`src/als_params.svh`:
```
`ifndef ALS_PARAMS_SVH
`define ALS_PARAMS_SVH

// Clock and timing
`define ALS_CLK_HZ 10000000
`define ALS_CYC_PER_MS (`ALS_CLK_HZ / 1000)
`define ALS_INT_SHORT_MS 100
`define ALS_INT_LONG_MS 800
`define ALS_ASSESS_MS 10
`define ALS_SETTLE_MS 3
`define ALS_TIMEOUT_MS 28

// Widths
`define ALS_CNT_W 24
`define ALS_DATA_W 16

// Register offsets
`define ALS_REG_CONFIG 3'h0
`define ALS_REG_RESULT 3'h1
`define ALS_REG_LOWLIM 3'h2
`define ALS_REG_HIGHLIM 3'h3
`define ALS_REG_STATUS 3'h4
`define ALS_REG_INTCLR 3'h5
`define ALS_REG_INTEN 3'h6

// Config fields
`define ALS_CFG_MODE 1:0
`define ALS_CFG_CONV_TIME 2
`define ALS_CFG_RANGE 6:3

// Status and interrupt bits
`define ALS_ST_DONE 0
`define ALS_ST_HIGH 1
`define ALS_ST_LOW 2
`define ALS_ST_TOUT 3

// Codes and reset values
`define ALS_MODE_SHUT 2'h0
`define ALS_MODE_SINGLE 2'h1
`define ALS_RANGE_AUTO 4'hC
`define ALS_RANGE_RESET 4'hC
`define ALS_HIGHLIM_RESET 16'hFFFF
`define ALS_DEV_ADDR 7'h2A
`define ALS_RANGE_MAX 4'hB

`endif

```
`src/als_pkg.sv`:
```
`include "als_params.svh"

package als_pkg;

    typedef enum logic [1:0] {
        CV_IDLE = 2'b00,
        CV_ASSESS = 2'b01,
        CV_INTEG = 2'b10,
        CV_SETTLE = 2'b11
    } als_phase_t;

    typedef enum logic [2:0] {
        I2_IDLE = 3'b000,
        I2_ADDR = 3'b001,
        I2_ACKA = 3'b010,
        I2_TX = 3'b011,
        I2_TXACK = 3'b100,
        I2_RX = 3'b101,
        I2_RXACK = 3'b110
    } als_i2c_t;

    typedef struct packed {
        logic [1:0] mode;
        logic convTimeSel;
        logic [3:0] rangeField;
        logic [`ALS_DATA_W-1:0] lowLim;
        logic [`ALS_DATA_W-1:0] highLim;
        logic [`ALS_DATA_W-1:0] result;
        logic [3:0] intEn;
        logic [3:0] status;
        logic [`ALS_DATA_W-1:0] rdData;
        als_phase_t phase;
        logic [`ALS_CNT_W-1:0] cnt;
        logic convTimeLat;
        logic assessed;
        logic [3:0] rangeSel;
        logic alertLow;
        logic doneEvt;
        logic sclPrev;
        logic sdaPrev;
        als_i2c_t i2c;
        logic rw;
        logic [3:0] bitCnt;
        logic [7:0] shReg;
        logic sdaLow;
        logic ackSeen;
        logic byteSel;
        logic [`ALS_DATA_W-1:0] txHold;
        logic [`ALS_CNT_W-1:0] sclLowCnt;
    } als_state_t;

endpackage : als_pkg

```
`src/als_sync.sv`:
```
module als_sync (
    // Clock and reset
    input wire logic mclk,
    input wire logic sys_rst,
    // Line
    input wire logic asyncIn,
    output logic syncOut
);
    logic stage1_r;
    logic stage2_r;

    always_ff @(posedge mclk) begin
        if (sys_rst) begin
            stage1_r <= 1'b1;
            stage2_r <= 1'b1;
        end else begin
            stage1_r <= asyncIn;
            stage2_r <= stage1_r;
        end
    end

    assign syncOut = stage2_r;
endmodule : als_sync

```
`src/als_ctrl.sv`:
```
// The address-and-strobe port and the placing of the registers were left to the implementer.
`include "als_params.svh"

// Behaviour
// - Reset the serial state machine when SCL stays low for 28 ms.
// - Integrate each measurement over 100 ms or 800 ms.
// - Conversion time select 1 gives 800 ms integration.
// - Range field 1100b selects automatic full-scale range.
// - Start in shutdown; measure only after host writes an active mode.
// - Support continuous and single-shot modes chosen by the host.
// - Compare each result with a window; show outcome on the alert pin.
// - Completed result readable in lux over the two-wire interface.
// - Mode field 00 means shutdown with no conversions.
// - Result readable no earlier than integration plus 3 ms.
// - In auto range first do a 10 ms assessment, then full measurement.
module als_ctrl #(
    parameter logic [`ALS_CNT_W-1:0] SHORT_CYC = `ALS_CNT_W'(`ALS_CYC_PER_MS * `ALS_INT_SHORT_MS),
    parameter logic [`ALS_CNT_W-1:0] LONG_CYC = `ALS_CNT_W'(`ALS_CYC_PER_MS * `ALS_INT_LONG_MS),
    parameter logic [`ALS_CNT_W-1:0] ASSESS_CYC = `ALS_CNT_W'(`ALS_CYC_PER_MS * `ALS_ASSESS_MS),
    parameter logic [`ALS_CNT_W-1:0] SETTLE_CYC = `ALS_CNT_W'(`ALS_CYC_PER_MS * `ALS_SETTLE_MS),
    parameter logic [`ALS_CNT_W-1:0] TIMEOUT_CYC = `ALS_CNT_W'(`ALS_CYC_PER_MS * `ALS_TIMEOUT_MS)
) (
    // Clock and reset
    input wire logic mclk,
    input wire logic sys_rst,
    // Register port
    input wire logic [2:0] regAddr,
    input wire logic [`ALS_DATA_W-1:0] regWrData,
    input wire logic regWr,
    input wire logic regRd,
    output logic [`ALS_DATA_W-1:0] regRdData,
    // Measurement front end
    input wire logic [`ALS_DATA_W-1:0] adcCode,
    output logic integEn,
    output logic [3:0] rangeSel,
    output logic convBusy,
    // Serial bus pins
    input wire logic sclIn,
    input wire logic sdaIn,
    output logic sdaOut,
    output logic sdaOeN,
    // Alert pin and interrupt
    output logic alertOut,
    output logic alertOeN,
    output logic irq
);
    als_pkg::als_state_t s_r;
    als_pkg::als_state_t s_nxt;
    logic scl;
    logic sda;
    logic sclRise;
    logic sclFall;
    logic busStart;
    logic busStop;
    logic cfgWr;
    logic [3:0] evt;
    logic [3:0] clr;
    logic [7:0] nextByte;

    als_sync u_scl_sync (
        .mclk(mclk),
        .sys_rst(sys_rst),
        .asyncIn(sclIn),
        .syncOut(scl)
    );

    als_sync u_sda_sync (
        .mclk(mclk),
        .sys_rst(sys_rst),
        .asyncIn(sdaIn),
        .syncOut(sda)
    );

    // Range choice from the assessment code
    function automatic logic [3:0] pickRange(input logic [`ALS_DATA_W-1:0] code);
        logic [3:0] r;
        r = 4'h0;
        for (int i = 4; i < `ALS_DATA_W; i++) begin
            if (code[i]) begin
                r = 4'(i - 4);
            end
        end
        if (r > `ALS_RANGE_MAX) begin
            r = `ALS_RANGE_MAX;
        end
        return r;
    endfunction : pickRange

    assign sclRise = scl && !s_r.sclPrev;
    assign sclFall = !scl && s_r.sclPrev;
    assign busStart = scl && s_r.sclPrev && s_r.sdaPrev && !sda;
    assign busStop = scl && s_r.sclPrev && !s_r.sdaPrev && sda;
    assign cfgWr = regWr && (regAddr == `ALS_REG_CONFIG);
    assign nextByte = s_r.byteSel ? s_r.txHold[15:8] : s_r.txHold[7:0];

    always_comb begin
        s_nxt = s_r;
        s_nxt.doneEvt = 1'b0;
        s_nxt.sclPrev = scl;
        s_nxt.sdaPrev = sda;
        evt = 4'h0;
        clr = 4'h0;

        // Register writes
        if (regWr) begin
            unique case (regAddr)
                `ALS_REG_CONFIG: begin
                    s_nxt.mode = regWrData[`ALS_CFG_MODE];
                    s_nxt.convTimeSel = regWrData[`ALS_CFG_CONV_TIME];
                    s_nxt.rangeField = regWrData[`ALS_CFG_RANGE];
                end
                `ALS_REG_LOWLIM: s_nxt.lowLim = regWrData;
                `ALS_REG_HIGHLIM: s_nxt.highLim = regWrData;
                `ALS_REG_INTCLR: clr = regWrData[3:0];
                `ALS_REG_INTEN: s_nxt.intEn = regWrData[3:0];
                default: ;
            endcase
        end

        // Register reads, one cycle later
        s_nxt.rdData = '0;
        if (regRd) begin
            unique case (regAddr)
                `ALS_REG_CONFIG: begin
                    s_nxt.rdData = `ALS_DATA_W'({s_r.rangeField, s_r.convTimeSel, s_r.mode});
                end
                `ALS_REG_RESULT: s_nxt.rdData = s_r.result;
                `ALS_REG_LOWLIM: s_nxt.rdData = s_r.lowLim;
                `ALS_REG_HIGHLIM: s_nxt.rdData = s_r.highLim;
                `ALS_REG_STATUS: s_nxt.rdData = `ALS_DATA_W'(s_r.status);
                `ALS_REG_INTEN: s_nxt.rdData = `ALS_DATA_W'(s_r.intEn);
                default: s_nxt.rdData = '0;
            endcase
        end

        unique case (s_r.phase)
            als_pkg::CV_IDLE: begin
                if (s_r.mode != `ALS_MODE_SHUT) begin
                    s_nxt.convTimeLat = s_r.convTimeSel;
                    if (s_r.rangeField == `ALS_RANGE_AUTO && !s_r.assessed) begin
                        s_nxt.phase = als_pkg::CV_ASSESS;
                        s_nxt.cnt = ASSESS_CYC - 1'b1;
                    end else begin
                        s_nxt.phase = als_pkg::CV_INTEG;
                        s_nxt.cnt = (s_r.convTimeSel ? LONG_CYC : SHORT_CYC) - 1'b1;
                        if (s_r.rangeField != `ALS_RANGE_AUTO) begin
                            s_nxt.rangeSel = s_r.rangeField;
                        end
                    end
                end
            end
            als_pkg::CV_ASSESS: begin
                if (s_r.cnt == '0) begin
                    s_nxt.rangeSel = pickRange(adcCode);
                    s_nxt.assessed = 1'b1;
                    s_nxt.phase = als_pkg::CV_INTEG;
                    s_nxt.cnt = (s_r.convTimeLat ? LONG_CYC : SHORT_CYC) - 1'b1;
                end else begin
                    s_nxt.cnt = s_r.cnt - 1'b1;
                end
            end
            als_pkg::CV_INTEG: begin
                if (s_r.cnt == '0) begin
                    s_nxt.phase = als_pkg::CV_SETTLE;
                    s_nxt.cnt = SETTLE_CYC - 1'b1;
                end else begin
                    s_nxt.cnt = s_r.cnt - 1'b1;
                end
            end
            als_pkg::CV_SETTLE: begin
                if (s_r.cnt == '0) begin
                    s_nxt.result = adcCode;
                    s_nxt.doneEvt = 1'b1;
                    s_nxt.phase = als_pkg::CV_IDLE;
                    evt[`ALS_ST_DONE] = 1'b1;
                    evt[`ALS_ST_HIGH] = adcCode > s_r.highLim;
                    evt[`ALS_ST_LOW] = adcCode < s_r.lowLim;
                    if (s_r.mode == `ALS_MODE_SINGLE && !cfgWr) begin
                        s_nxt.mode = `ALS_MODE_SHUT;
                    end
                end else begin
                    s_nxt.cnt = s_r.cnt - 1'b1;
                end
            end
        endcase

        if (s_r.mode == `ALS_MODE_SHUT) begin
            s_nxt.phase = als_pkg::CV_IDLE;
            s_nxt.assessed = 1'b0;
            s_nxt.cnt = '0;
        end

        s_nxt.alertLow = (s_r.result > s_r.highLim) || (s_r.result < s_r.lowLim);

        if (busStart) begin
            s_nxt.i2c = als_pkg::I2_ADDR;
            s_nxt.bitCnt = 4'h0;
            s_nxt.sdaLow = 1'b0;
        end else if (busStop) begin
            s_nxt.i2c = als_pkg::I2_IDLE;
            s_nxt.sdaLow = 1'b0;
        end else begin
            unique case (s_r.i2c)
                als_pkg::I2_IDLE: ;
                als_pkg::I2_ADDR: begin
                    if (sclRise) begin
                        s_nxt.shReg = {s_r.shReg[6:0], sda};
                        s_nxt.bitCnt = s_r.bitCnt + 4'h1;
                    end else if (sclFall && s_r.bitCnt == 4'h8) begin
                        if (s_r.shReg[7:1] == `ALS_DEV_ADDR) begin
                            s_nxt.i2c = als_pkg::I2_ACKA;
                            s_nxt.rw = s_r.shReg[0];
                            s_nxt.sdaLow = 1'b1;
                        end else begin
                            s_nxt.i2c = als_pkg::I2_IDLE;
                        end
                    end
                end
                als_pkg::I2_ACKA: begin
                    if (sclFall) begin
                        s_nxt.bitCnt = s_r.rw ? 4'h1 : 4'h0;
                        if (s_r.rw) begin
                            s_nxt.i2c = als_pkg::I2_TX;
                            s_nxt.txHold = s_r.result;
                            s_nxt.byteSel = 1'b0;
                            s_nxt.sdaLow = !s_r.result[15];
                            s_nxt.shReg = {s_r.result[14:8], 1'b0};
                        end else begin
                            s_nxt.i2c = als_pkg::I2_RX;
                            s_nxt.sdaLow = 1'b0;
                        end
                    end
                end
                als_pkg::I2_TX: begin
                    if (sclFall) begin
                        if (s_r.bitCnt == 4'h8) begin
                            s_nxt.i2c = als_pkg::I2_TXACK;
                            s_nxt.sdaLow = 1'b0;
                        end else begin
                            s_nxt.sdaLow = !s_r.shReg[7];
                            s_nxt.shReg = {s_r.shReg[6:0], 1'b0};
                            s_nxt.bitCnt = s_r.bitCnt + 4'h1;
                        end
                    end
                end
                als_pkg::I2_TXACK: begin
                    if (sclRise) begin
                        s_nxt.ackSeen = !sda;
                    end else if (sclFall) begin
                        if (s_r.ackSeen) begin
                            s_nxt.i2c = als_pkg::I2_TX;
                            s_nxt.byteSel = !s_r.byteSel;
                            s_nxt.sdaLow = !nextByte[7];
                            s_nxt.shReg = {nextByte[6:0], 1'b0};
                            s_nxt.bitCnt = 4'h1;
                        end else begin
                            s_nxt.i2c = als_pkg::I2_IDLE;
                        end
                    end
                end
                als_pkg::I2_RX: begin
                    if (sclRise) begin
                        s_nxt.bitCnt = s_r.bitCnt + 4'h1;
                    end else if (sclFall && s_r.bitCnt == 4'h8) begin
                        s_nxt.i2c = als_pkg::I2_RXACK;
                        s_nxt.sdaLow = 1'b1;
                    end
                end
                als_pkg::I2_RXACK: begin
                    if (sclFall) begin
                        s_nxt.i2c = als_pkg::I2_RX;
                        s_nxt.sdaLow = 1'b0;
                        s_nxt.bitCnt = 4'h0;
                    end
                end
                default: s_nxt.i2c = als_pkg::I2_IDLE;
            endcase
        end

        if (scl) begin
            s_nxt.sclLowCnt = '0;
        end else if (s_r.sclLowCnt == TIMEOUT_CYC - 1'b1) begin
            s_nxt.sclLowCnt = '0;
            s_nxt.i2c = als_pkg::I2_IDLE;
            s_nxt.sdaLow = 1'b0;
            evt[`ALS_ST_TOUT] = 1'b1;
        end else begin
            s_nxt.sclLowCnt = s_r.sclLowCnt + 1'b1;
        end

        // Sticky status, set beats clear
        s_nxt.status = (s_r.status & ~clr) | evt;
    end

    always_ff @(posedge mclk) begin
        if (sys_rst) begin
            s_r <= '0;
            s_r.rangeField <= `ALS_RANGE_RESET;
            s_r.highLim <= `ALS_HIGHLIM_RESET;
            s_r.sclPrev <= 1'b1;
            s_r.sdaPrev <= 1'b1;
        end else begin
            s_r <= s_nxt;
        end
    end

    assign regRdData = s_r.rdData;
    assign integEn = (s_r.phase == als_pkg::CV_ASSESS) || (s_r.phase == als_pkg::CV_INTEG);
    assign rangeSel = s_r.rangeSel;
    assign convBusy = s_r.phase != als_pkg::CV_IDLE;
    assign sdaOut = 1'b0;
    assign sdaOeN = !s_r.sdaLow;
    assign alertOut = 1'b0;
    assign alertOeN = !s_r.alertLow;
    assign irq = |(s_r.status & s_r.intEn);
endmodule : als_ctrl

```
`config.mk`:
```
export PLATFORM = sky130hd
export DESIGN_NAME = als_ctrl
export DESIGN_NICKNAME = d
export VERILOG_FILES = /design/src/als_pkg.sv /design/src/als_sync.sv /design/src/als_ctrl.sv
export VERILOG_INCLUDE_DIRS = /design/src
export SDC_FILE = /design/constraint.sdc
export NUM_CORES = 1
export LEC_CHECK = 0
export BUFFER_PORTS_ARGS = -buffer_cell sky130_fd_sc_hd__buf_2
export CAP_MARGIN = 10
export CORE_MARGIN = 3
export CORE_UTILIZATION = 65
export DETAILED_ROUTE_END_ITERATION = 7
export PLACE_DENSITY = 0.84
export SYNTH_ARGS = -nofsm -noshare
export SYNTH_HDL_FRONTEND = slang
export SYNTH_SLANG_ARGS = --single-unit
```
`constraint.sdc`:
```
create_clock -name mclk -period 3.14 [get_ports mclk]
set_input_delay 0.314 -clock mclk [delete_from_list [all_inputs] [get_ports mclk]]
set_output_delay 0.314 -clock mclk [all_outputs]
set_load 0.1 [all_outputs]
```
**Word level (Yosys, flattened, before mapping)**

Index checks and enable logic that the tools add are counted.

- $add $sub $neg: 5
- Order comparisons: 5
- Equal/unequal tests: 38
- Multiplexer cells: 96
- Bitwise gates (word level): 8
- Reduce and logical (&&, ||, !) cells: 57

Operators with widths:

| cell | number |
|---|---|
| 26-bit case mux with 4 select lines | 1 |
| 16-bit case mux with 6 select lines | 1 |
| 4-bit two-way mux | 23 |
| 24-bit two-way mux | 3 |
| 13-bit two-way mux | 5 |
| 23-bit by 1-bit subtractor with 24-bit output, second input constant | 2 |
| 23-bit two-way mux | 2 |
| 3-bit two-way mux | 15 |
| 39-bit two-way mux | 1 |
| 17-bit two-way mux | 2 |
| 2-bit inequality test, second input constant | 17 |
| 16-bit > comparator | 2 |
| 16-bit less-than comparator | 2 |
| 16-bit two-way mux | 2 |
| 8-bit case mux with 4 select lines | 1 |
| 27-bit two-way mux | 1 |
| 26-bit two-way mux | 1 |
| 24-bit by 1-bit adder with 24-bit output, second input constant | 1 |
| 24-bit by 19-bit equality test with 1-bit output, second input constant | 1 |
| 24-bit zero test | 1 |
| 12-bit two-way mux | 2 |
| 4-bit case mux with 6 select lines | 1 |
| 24-bit by 1-bit subtractor with 24-bit output, second input constant | 1 |
| 11-bit AND reduction | 2 |
| other kinds (38) | 119 |

- Bits in registers: 177
- Input bits: 41
- Output and inout bits: 27
- Word-level logic and storage cells: 239

**Depth between registers and ports, before layout**

Gate-level depths: netlist (run 1).

- Depth after elaboration: 17
- Mapped depth: 9
- Depth with buffers taken out: 7

**Modules after synthesis**

Synthesis (run 1) repeated with hierarchy kept, for this count alone.

- Cells, all modules: 1262
- Area total of the unflattened synthesis: 9944.5 µm²

By module, submodules not included:

| module | instances | cells each | area an instance (µm²) | sequential area each (µm²) |
|---|---|---|---|---|
| als_ctrl | 1 | 1254 | 9839.4 | 3463.3 |
| als_sync | 2 | 4 | 52.6 | 40.0 |

**Least setup slack after synthesis (run 1)**

No wires, ideal clock.

- Path kind: register to register
- From: register s_r[93] in the netlist's numbering
- To: register s_r[94] in the netlist's numbering
- Setup time: 0.087 ns
- Arrival time: 2.475 ns
- Required time: 3.053 ns
- Path slack: 0.578 ns
- Cell stages (with the launch flop): 9
- Path buffers: 1
- Period minus slack after synthesis: 2.562 ns
- Path through: dfxtp_1 > inv_1 > ha_1 > clkbuf_1 > clkinv_1 > a211oi_1 > a21oi_1 > or4_1 > o31ai_1

- Longest elaborated chain between the ends: 3
- Elaborated cells between the ends (all ways): 10
- Those cells by class: eq/ne (7); mux (1); reduce/logical (2)

RTL lines:

| element | RTL line | RTL |
|---|---|---|
| start, declared | als_ctrl.sv:47 | `als_pkg::als_state_t s_r;` |
| start signal, assigned | als_ctrl.sv:303 | `s_r <= s_nxt;` |
| 2-bit equality test, or another cell as far along | n/a |  |
| 2-bit inequality test (no source line) | n/a |  |
| 4-bit AND reduction (no source line) | n/a |  |

Several ways; a longest one is shown, not always the timed one.
A chain may end at the register's enable or synchronous reset.

**Worst setup path after layout (run 1)**

- From: register s_r[69] in the netlist's numbering
- To: register s_r[73] in the netlist's numbering

- Longest elaborated chain between the ends: 3
- Elaborated cells between the ends (all ways): 8
- Those cells by class: add/sub (1); eq/ne (1); mux (4); reduce/logical (2)

RTL lines:

| element | RTL line | RTL |
|---|---|---|
| 24-bit by 1-bit subtractor with 24-bit output / 24-bit zero test (equally long branches) | n/a |  |
| 24-bit two-way mux, or another cell as far along | als_ctrl.sv:171 | `if (s_r.cnt == '0) begin` |
| 26-bit case mux with 4 select lines / 2-bit AND reduction (equally long branches) | n/a |  |

Several ways; a longest one is shown, not always the timed one. The select of a mux whose other input is x is not followed.

==> results.sh, run 1 <==
export IMPL_path_class="flop to flop"
export IMPL_hold_viol=0
export IMPL_firstDrtPassIters=7
export IMPL_yosysWarnings=0
export IMPL_synth_area_per_cell_um2=8.16
export IMPL_maxCapViolCount=0
export IMPL_synth_largest_area_cell="dfxtp_1"
export IMPL_powerDensity_nw_per_um2=471
export IMPL_grt_first_pass_wirelength_mm=44.6
export IMPL_worst_hold_path_type="input port to flop"
export IMPL_setup_tns_ns=0
export IMPL_fin_crit_sh=0.836
export IMPL_wl_mm=27.0
export IMPL_tightest_slew_ns=0.867
export IMPL_die_h_um=131
export IMPL_ios=68
export IMPL_antenna_found_initial=0
export IMPL_rsz0062_at_grt="no"
export IMPL_netlist_area_um2=10200
export IMPL_viasPerCell=6.25
export IMPL_nets=1375
export IMPL_root_buffer="clkbuf_16"
export IMPL_setup_violations=0
export IMPL_start_util=0.667
export IMPL_ir_worst_vdd_uv=425
export IMPL_cts_setup_buffers=0
export IMPL_crit_path_end_kind="flop"
export IMPL_numCtsBuffers=17
export IMPL_diodes=0
export IMPL_crit_fanout=12
export IMPL_timing_fmax_ghz=0.381
export IMPL_required_ns=3.47
export IMPL_place_gp_congestion=1.02
export IMPL_place_hpwl_mm=19.5
export IMPL_netlist_instances=1247
export IMPL_start_kind="flop"
export IMPL_drtIter0Drc=979
export IMPL_drive_above_1_share=0.121
export IMPL_drc_errors=0
export IMPL_p_leak_nw=4.58
export IMPL_post_cts_resized=0
export IMPL_fin_hold_ws_ns=0.105
export IMPL_synth_cell_types=82
export IMPL_num_vias=9297
export IMPL_synth_edff_count=0
export IMPL_outcome="finished clean"
export IMPL_clk_pin_slew_ns=0.07
export IMPL_hold_buffers=0
export IMPL_syn2layout_area_growth_pct=9.36
export IMPL_clk_path_buf_depth=2
export IMPL_cts_sinks=177
export IMPL_die_w_um=131
export IMPL_cts_max_level=4
export IMPL_coreArea_um2=15300
export IMPL_synth_seq_area_share=0.348
export IMPL_cts_tree="yes"
export IMPL_dpl_cell_area_um2=10500
export IMPL_synthTopCellsByArea="dfxtp_1 35%, ha_1 8.7%, nand2_1 6.5%, a21oi_1 5.5%, nor2_1 3.7%"
export IMPL_fin_util=0.729
export IMPL_grtUsageTotal=0.310
export IMPL_post_route_cell_area_um2=11100
export IMPL_drtAntennaViolNets=0
export IMPL_fin_skew_ns=0.0129
export IMPL_grt_pass1_vias=8917
export IMPL_total_power_w=0.00524
export IMPL_insertion_delay_ns=0.43
export IMPL_critical_path_arrival_ns=2.95
export IMPL_relSlewSlack=0.414
export IMPL_io_buffers=65
export IMPL_layout_min_cycle_time_ns=2.62
export IMPL_synth_async_sr_flop_share=0
export IMPL_die_area_um2=17200
export IMPL_core_rowCount=45
export IMPL_ys_ff_latch=177
export IMPL_drv_slew=0
export IMPL_wl_per_cell_um=18.1
export IMPL_synth_flop_cell="dfxtp_1"
export IMPL_yosys_area_top_type_share=0.348
export IMPL_grt_ovfl_total=0
export IMPL_grt_max_degree=52
export IMPL_nFillCells=1165
-- cells in the final DEF (no fill, tap or decap), drive strengths merged, types with 17 or more instances in the layout --
| master | n |
|---|---|
| dfxtp | 177 |
| nand2 | 176 |
| a21oi | 111 |
| nor2 | 101 |
| buf | 84 |
| ha | 71 |
| inv | 60 |
| nand3 | 43 |
| o21ai | 36 |
| mux2i | 32 |
| nor3 | 27 |
| nand3b | 25 |
| xor2 | 22 |
| nand4 | 18 |
| clkbuf | 17 |
-- final timing paths --
path | start | to | slack (ns) | depth (start not counted)
max reg2reg | s_r[69] | s_r[73] | 0.52 | 7
min reg2reg | u_sda_sync.stage1_r | u_sda_sync.syncOut | 0.41 | 1
max | s_r[69] | s_r[73] | 0.52 | 7
min | regWrData[14] | s_r[149] | 0.10 | 3
-- cell families (layout without fill, tap and decap cells) --
family | after synthesis | count (layout) | share of synthesized area
xor+xnor | 35 | 35 | 0.0301
compound gates | 286 | 286 | 0.183
mux | 43 | 43 | 0.0448
buf+inv | 144 | 172 | 0.0641
simple gates | 490 | 490 | 0.242
fa+ha+maj | 71 | 71 | 0.0873
other cells | 1 | 2 | 0.000369
flops | 177 | 177 | 0.348
-- state kept, by name, summed over array words and instances, names as in the netlist --
| name | cells |
|---|---|
| u_sda_sync.syncOut | 1 |
| u_scl_sync.stage1_r | 1 |
| s_r | 153 |
| rangeSel | 4 |
| regRdData | 16 |
| u_scl_sync.syncOut | 1 |
| u_sda_sync.stage1_r | 1 |
-- stage by stage --
stage / std cells / setup WS (ns)
final: 1487 / 0.516
after global routing: 1487 / 0.222
after CTS: 1487 / 0.551
after detailed placement: 1455 / 0.560
after global placement: 1455 / 0.611
after floorplan: 1248 / 0.578
-- cell usage after synthesis (all sizes together), types with 4 or more instances --
| cell | number |
|---|---|
| dfxtp | 177 |
| o211ai | 8 |
| o21ai | 36 |
| clkbuf | 50 |
| buf | 38 |
| o21a | 8 |
| nor3 | 27 |
| mux2 | 10 |
| or4 | 7 |
| a2111oi | 4 |
| mux2i | 32 |
| nand4 | 18 |
| a21o | 10 |
| nand3 | 43 |
| o31a | 4 |
| a31oi | 14 |
| a311oi | 10 |
| inv | 55 |
| a22oi | 13 |
| o31ai | 10 |
| nor2 | 101 |
| ha | 71 |
| nor4 | 15 |
| nand2b | 15 |
| xor2 | 22 |
| and3 | 7 |
| nand3b | 25 |
| nor4b | 6 |
| o22a | 5 |
| and2 | 5 |
| or2 | 9 |
| nor2b | 14 |
| nand2 | 176 |
| a211oi | 10 |
| and4 | 8 |
| a21boi | 4 |
| xnor2 | 13 |
| a221oi | 14 |
| a21oi | 111 |
-- power by group --
group	total [W]	switching, W	internal [W]
Sequential	0.00232	0.0000376	0.00228
Combinational	0.000555	0.000361	0.000194
Clock	0.00237	0.000939	0.00143
-- metal layers --
| metal | up-vias | track usage | routed length [um] |
|---|---|---|---|
| met2 | 409 | 0.517 | 13000 |
| li1 | 4458 | - | - |
| met1 | 4372 | 0.409 | 11500 |
| met5 | - | 0 | 0 |
| met3 | 58 | 0.0559 | 1810 |
| met4 | 0 | 0.103 | 658 |
-- worst max-delay path, stage by stage, from the launching register on --
cell and delay (ns):
dfxtp_1 0.34, inv_1 0.11, ha_1 0.15, nor4b_1 0.40, nand4_1 0.54, nor2_1 0.50
nand2_1 0.18, a221oi_1 0.30
-- cell type report --
type	instances	area (um2)	share of cell area
multi-input combinational	927	5980	0.538
clock buffer	17	425	0.0382
clock inverter	15	230	0.0207
inverter	56	210	0.0189
timing repair buffer	84	470	0.0423
sequential	177	3540	0.319
tap	211	264	0.0237
Power figures use the tool's default switching activity.
==> run 2: changes to the inputs <==
--- a/config.mk
+++ b/config.mk
@@ -9,9 +9,9 @@
 export BUFFER_PORTS_ARGS = -buffer_cell sky130_fd_sc_hd__buf_2
 export CAP_MARGIN = 10
 export CORE_MARGIN = 3
-export CORE_UTILIZATION = 65
+export CORE_UTILIZATION = 55
 export DETAILED_ROUTE_END_ITERATION = 7
-export PLACE_DENSITY = 0.84
+export PLACE_DENSITY = 0.75
 export SYNTH_ARGS = -nofsm -noshare
 export SYNTH_HDL_FRONTEND = slang
 export SYNTH_SLANG_ARGS = --single-unit
==> constraint.sdc (replaced) <==
create_clock -name mclk -period 2.4 [get_ports mclk]
set_input_delay 0.24 -clock mclk [delete_from_list [all_inputs] [get_ports mclk]]
set_output_delay 0.24 -clock mclk [all_outputs]
set_load 0.1 [all_outputs]
==> run 2 against run 1 <==
Power is 29% higher. Combinational power is 37% higher. Die area is 17% higher. Fmax is 18% higher. Clock skew is 0.00053 ns lower. Critical path depth is 2 lower. Largest power group is now sequential cells. Clock power is 24% higher. Sequential power is 31% higher.
==> results.sh, run 2 (synthesized netlist as in run 1, its figures left out) <==
export IMPL_internal_power_w=0.00498
export IMPL_critical_path_arrival_ns=2.59
export IMPL_crit_cells=5
export IMPL_fin_crit_sh=0.925
export IMPL_hold_viol=0
export IMPL_cts_sinks=177
export IMPL_p_clk_frac=0.437
export IMPL_root_buffer="clkbuf_16"
export IMPL_crit_buf_inv=0
export IMPL_worst_hold_path_type="input port to flop"
export IMPL_drv_slew=0
export IMPL_r2r_end="s_r[54]"
export IMPL_drive_above_1_share=0.136
export IMPL_rsz0062_at_grt="no"
export IMPL_clk_path_buf_depth=2
export IMPL_crit_path_end_kind="flop"
export IMPL_core_rowCount=49
export IMPL_relSlewSlack=0.588
export IMPL_path_cells="nor2b_1 > a2bb2oi_1 > o211ai_1 > or4_1 > a21boi_1"
export IMPL_numCtsBuffers=17
export IMPL_die_area_um2=20200
export IMPL_maxCapViolCount=0
export IMPL_largest_reg_flops=153
export IMPL_ir_worst_vdd_uv=442
export IMPL_seq_area_um2=3540
export IMPL_swShare=0.261
export IMPL_reg2reg_slack_ns=0.18
export IMPL_wl_per_cell_um=17.8
export IMPL_cts_setup_buffers=0
export IMPL_path_class="flop to flop"
export IMPL_post_place_cells=1494
export IMPL_regMostFlops="s_r"
export IMPL_nFillCells=1559
export IMPL_path_delay_family="simple AND/OR/NAND/NOR gates"
export IMPL_grtUsageTotal=0.269
export IMPL_die_h_um=142
export IMPL_powerDensity_nw_per_um2=596
export IMPL_tightest_slew_ns=0.618
export IMPL_ios=68
export IMPL_fin_skew_ns=0.0124
export IMPL_firstDrtPassIters=6
export IMPL_reg2reg_depth=5
export IMPL_num_vias=9291
export IMPL_final_common_cell="dfxtp_1"
export IMPL_p_leak_nw=4.68
export IMPL_antenna_found_initial=2
export IMPL_grt_first_pass_wirelength_mm=44.3
export IMPL_hp_start="sdaIn"
export IMPL_p_comb_frac=0.113
export IMPL_grt_pass1_vias=8870
export IMPL_setup_tns_ns=0
export IMPL_r2r_start="s_r[60]"
export IMPL_wl_mm=27.3
export IMPL_slowest_stage="or4_1"
export IMPL_grt_max_degree=83
export IMPL_p_sw_w=0.00176
export IMPL_p_seq_frac=0.450
export IMPL_fin_hold_ws_ns=0.0186
export IMPL_place_gp_congestion=0.957
export IMPL_syn2layout_area_growth_pct=11.1
export IMPL_cts_tree="yes"
export IMPL_final_cell_mix="177 x dfxtp_1, 176 x nand2_1, 111 x a21oi_1, 101 x nor2_1, 70 x ha_1"
export IMPL_die_w_um=142
export IMPL_grt_ovfl_total=0
export IMPL_outcome="finished clean"
export IMPL_start_util=0.562
export IMPL_diodes=0
export IMPL_io_buffers=65
export IMPL_clk_pin_slew_ns=0.07
export IMPL_insertion_delay_ns=0.44
export IMPL_place_hpwl_mm=19.9
export IMPL_setup_violations=0
export IMPL_min_to="u_sda_sync.stage1_r"
export IMPL_whs_path_depth=2
export IMPL_drtIter0Drc=750
export IMPL_stdcell_count=1527
export IMPL_multi_input_area_um2=5980
export IMPL_required_ns=2.77
export IMPL_critPathMaxStageDelay_ns=0.59
export IMPL_start_kind="flop"
export IMPL_drc_errors=0
export IMPL_layout_min_cycle_time_ns=2.22
export IMPL_timing_fmax_ghz=0.451
export IMPL_drtAntennaViolNets=0
export IMPL_viasPerCell=6.08
export IMPL_cts_max_level=4
export IMPL_nets=1397
export IMPL_coreArea_um2=18100
export IMPL_crit_fanout=11
[run 2: cell count changes in the layout (fill, tap and decap cells not counted), sizes merged]
cell / previous run / this run
buf: 84 / 105
bufinv: 5 / 3
clkbuf: 17 / 19
clkinv: 4 / 5
dlygate4sd3: 0 / 1
inv: 60 / 59
[run 2: how the worst max path moves through the flow]
stage | start | slack [ns] | to
6_report | s_r[60] | 0.18 | s_r[54]
5_1_grt | s_r[70] | 0.02 | s_r[69]
4_1_cts | s_r[60] | 0.20 | s_r[54]
3_5_place_dp | s_r[51] | 0.21 | s_r[54]
3_3_place_gp | s_r[51] | 0.28 | s_r[54]
2_1_floorplan | s_r[93] | 0.30 | s_r[94]
[run 2: power by group through the flow]
stage / sequential (W) / clock [W] / combinational, W
after floorplan: 0.00308 / 0 / 0.000540
after global placement: 0.00309 / 0 / 0.000736
after detailed placement: 0.00310 / 0 / 0.000744
after CTS: 0.00303 / 0.00299 / 0.000751
after global routing: 0.00304 / 0.00313 / 0.000837
final: 0.00303 / 0.00294 / 0.000760
[run 2: metrics by stage]
| step | setup WS, ns | instance area, um2 | utilization | total power [W] |
|---|---|---|---|---|
| 5_1_grt | 0.0230 | 11300 | 0.625 | 0.00700 |
| 6_report | 0.181 | 11300 | 0.625 | 0.00673 |
| 2_1_floorplan | 0.296 | 10200 | - | 0.00362 |
| 4_1_cts | 0.196 | 11300 | 0.624 | 0.00677 |
| 3_5_place_dp | 0.213 | 10700 | 0.590 | 0.00384 |
| 3_3_place_gp | 0.280 | 10700 | 0.590 | 0.00383 |
[run 2: cell type report]
type / count / share of cell area
clock buffer: 19 / 0.0401
sequential: 177 / 0.314
inverter: 56 / 0.0187
multi-input combinational: 927 / 0.529
tap: 229 / 0.0254
clock inverter: 13 / 0.0154
timing repair buffer: 106 / 0.0576
[run 2: per-layer routing]
metal | GRT usage | up-vias | share of wire | wire [um]
met3 | 0.0605 | 69 | 0.066 | 1810
met1 | 0.350 | 4374 | 0.44 | 11900
met2 | 0.443 | 345 | 0.47 | 12800
met5 | 0 | - | 0.00073 | 20
met4 | 0.0899 | 4 | 0.026 | 700
li1 | - | 4499 | - | -
[run 2: repair_timing]
item	in CTS	in global routing
gates resized for setup	1	0
endpoints found under the setup margin	1	0
hold endpoints to repair	0	1
hold buffers	0	1
==> run 3: changes to the inputs <==
--- a/config.mk
+++ b/config.mk
@@ -7,8 +7,7 @@
 export NUM_CORES = 1
 export LEC_CHECK = 0
 export BUFFER_PORTS_ARGS = -buffer_cell sky130_fd_sc_hd__buf_2
-export CAP_MARGIN = 10
-export CORE_MARGIN = 3
+export CAP_MARGIN = 20
 export CORE_UTILIZATION = 55
 export DETAILED_ROUTE_END_ITERATION = 7
 export PLACE_DENSITY = 0.75
==> run 3 against run 2 <==
Setup slack worse by 0.0075 ns. Sequential share of layout area is 0.097 points lower. Worst hold slack better by 0.0092 ns. Clock skew is 0.0023 ns lower. Sequential power hardly changed. Design area is 0.31% higher.
==> results.sh, run 3 (synthesized netlist as in run 1, its figures left out) <==
export IMPL_drive_above_1_share=0.139
export IMPL_coreArea_um2=18000
export IMPL_place_gp_congestion=0.972
export IMPL_endpoint="convBusy"
export IMPL_insertion_delay_ns=0.44
export IMPL_place_hpwl_mm=19.8
export IMPL_powerDensity_nw_per_um2=590
export IMPL_drc_errors=0
export IMPL_wl_mm=27.1
export IMPL_nets=1404
export IMPL_final_cell_mix="177 x dfxtp_1, 176 x nand2_1, 111 x a21oi_1, 101 x nor2_1, 71 x ha_1"
export IMPL_crit_fanout=13
export IMPL_cts_sinks=177
export IMPL_ir_worst_vdd_uv=508
export IMPL_p_leak_nw=4.71
export IMPL_die_w_um=138
export IMPL_start_util=0.564
export IMPL_fin_skew_ns=0.0100
export IMPL_rsz0062_at_grt="no"
export IMPL_crit_path_end_kind="output port"
export IMPL_grt_pass1_vias=8520
export IMPL_die_area_um2=19000
export IMPL_setup_tns_ns=0
export IMPL_crit_start="s_r[93]"
export IMPL_reg2reg_slack_ns=0.20
export IMPL_critical_path_arrival_ns=1.99
export IMPL_clk_path_buf_depth=2
export IMPL_setup_violations=0
export IMPL_io_buffers=65
export IMPL_grt_ovfl_total=0
export IMPL_syn2layout_area_growth_pct=11.5
export IMPL_maxCapViolCount=0
export IMPL_root_buffer="clkbuf_16"
export IMPL_die_h_um=138
export IMPL_worst_hold_path_type="input port to flop"
export IMPL_viasPerCell=6.04
export IMPL_layout_min_cycle_time_ns=2.23
export IMPL_num_vias=9268
export IMPL_cts_max_level=4
export IMPL_ios=68
export IMPL_fin_crit_sh=0.928
export IMPL_grtUsageTotal=0.289
export IMPL_tightest_slew_ns=0.936
export IMPL_clk_pin_slew_ns=0.07
export IMPL_timing_fmax_ghz=0.449
export IMPL_start_kind="flop"
export IMPL_grt_first_pass_wirelength_mm=42.7
export IMPL_firstDrtPassIters=7
export IMPL_fin_hold_ws_ns=0.0278
export IMPL_antenna_found_initial=0
export IMPL_total_power_w=0.00669
export IMPL_reg2reg_depth=8
export IMPL_drv_slew=0
export IMPL_regMostFlops="s_r"
export IMPL_required_ns=2.16
export IMPL_grt_max_degree=28
export IMPL_r2r_start="s_r[69]"
export IMPL_hold_viol=0
export IMPL_relSlewSlack=0.376
export IMPL_largest_reg_flops=153
export IMPL_drtIter0Drc=837
export IMPL_r2r_end="s_r[86]"
export IMPL_wl_per_cell_um=17.7
export IMPL_diodes=0
export IMPL_core_rowCount=49
export IMPL_final_common_cell="dfxtp_1"
export IMPL_drtAntennaViolNets=0
export IMPL_outcome="finished clean"
export IMPL_cts_tree="yes"
export IMPL_path_class="flop to output port"
export IMPL_numCtsBuffers=17
-- run 3: critical path, stage by stage, from the launching register on --
cell	delay (ns)
dfxtp_1	0.33
inv_1	0.11
ha_1	0.53
clkinv_2	0.23
buf_2	0.35
-- run 3: worst min-delay path by stage --
stage | from | endpoint | cells after the start
2_1_floorplan | sclIn | u_scl_sync.stage1_r | 1
3_3_place_gp | u_sda_sync.stage1_r | u_sda_sync.syncOut | 1
3_5_place_dp | u_sda_sync.stage1_r | u_sda_sync.syncOut | 1
5_1_grt | regWrData[8] | s_r[143] | 3
4_1_cts | regWrData[8] | s_r[143] | 3
6_report | regWrData[15] | s_r[150] | 3
-- run 3: metrics by stage --
stage | instances | instance area (um2) | util | worst slack [ns]
detailed placement | 1498 | 10700 | 0.593 | 0.210
global route | 1534 | 11300 | 0.629 | 0.0508
finish | 1534 | 11300 | 0.629 | 0.173
CTS | 1532 | 11300 | 0.628 | 0.166
global placement | 1498 | 10700 | 0.593 | 0.287
floorplan | 1248 | 10200 | - | 0.296
-- run 3: timing repair --
action                                  in CTS  in global routing
hold endpoints to repair                     2                  0
resized for setup                            0                  0
setup buffers                                0                  2
hold buffers                                 2                  0
endpoints found under the setup margin       0                  1
-- run 3: routing by layer --
metal  routed length (um)  track usage  vias up
met2                12600        0.477      342
li1                     -            -     4526
met3                 1670       0.0592       72
met1                12100        0.368     4328
met5                    0            0        -
met4                  770        0.113        0
-- run 3: area by class of cell --
cell class / instances / area [um2]
Clock inverter: 14 / 180
Timing Repair Buffer: 113 / 706
Tap cell: 229 / 287
Fill cell: 1591 / 6690
Sequential cell: 177 / 3540
Inverter: 56 / 211
Clock buffer: 18 / 429
Multi-Input combinational cell: 927 / 5980
-- run 3: where the power goes --
part           internal, W  switching (W)  total (W)  leakage [nW]
registers          0.00298      0.0000497    0.00303          1.43
clock network      0.00165        0.00124    0.00289         0.291
logic             0.000283       0.000477   0.000759          2.98
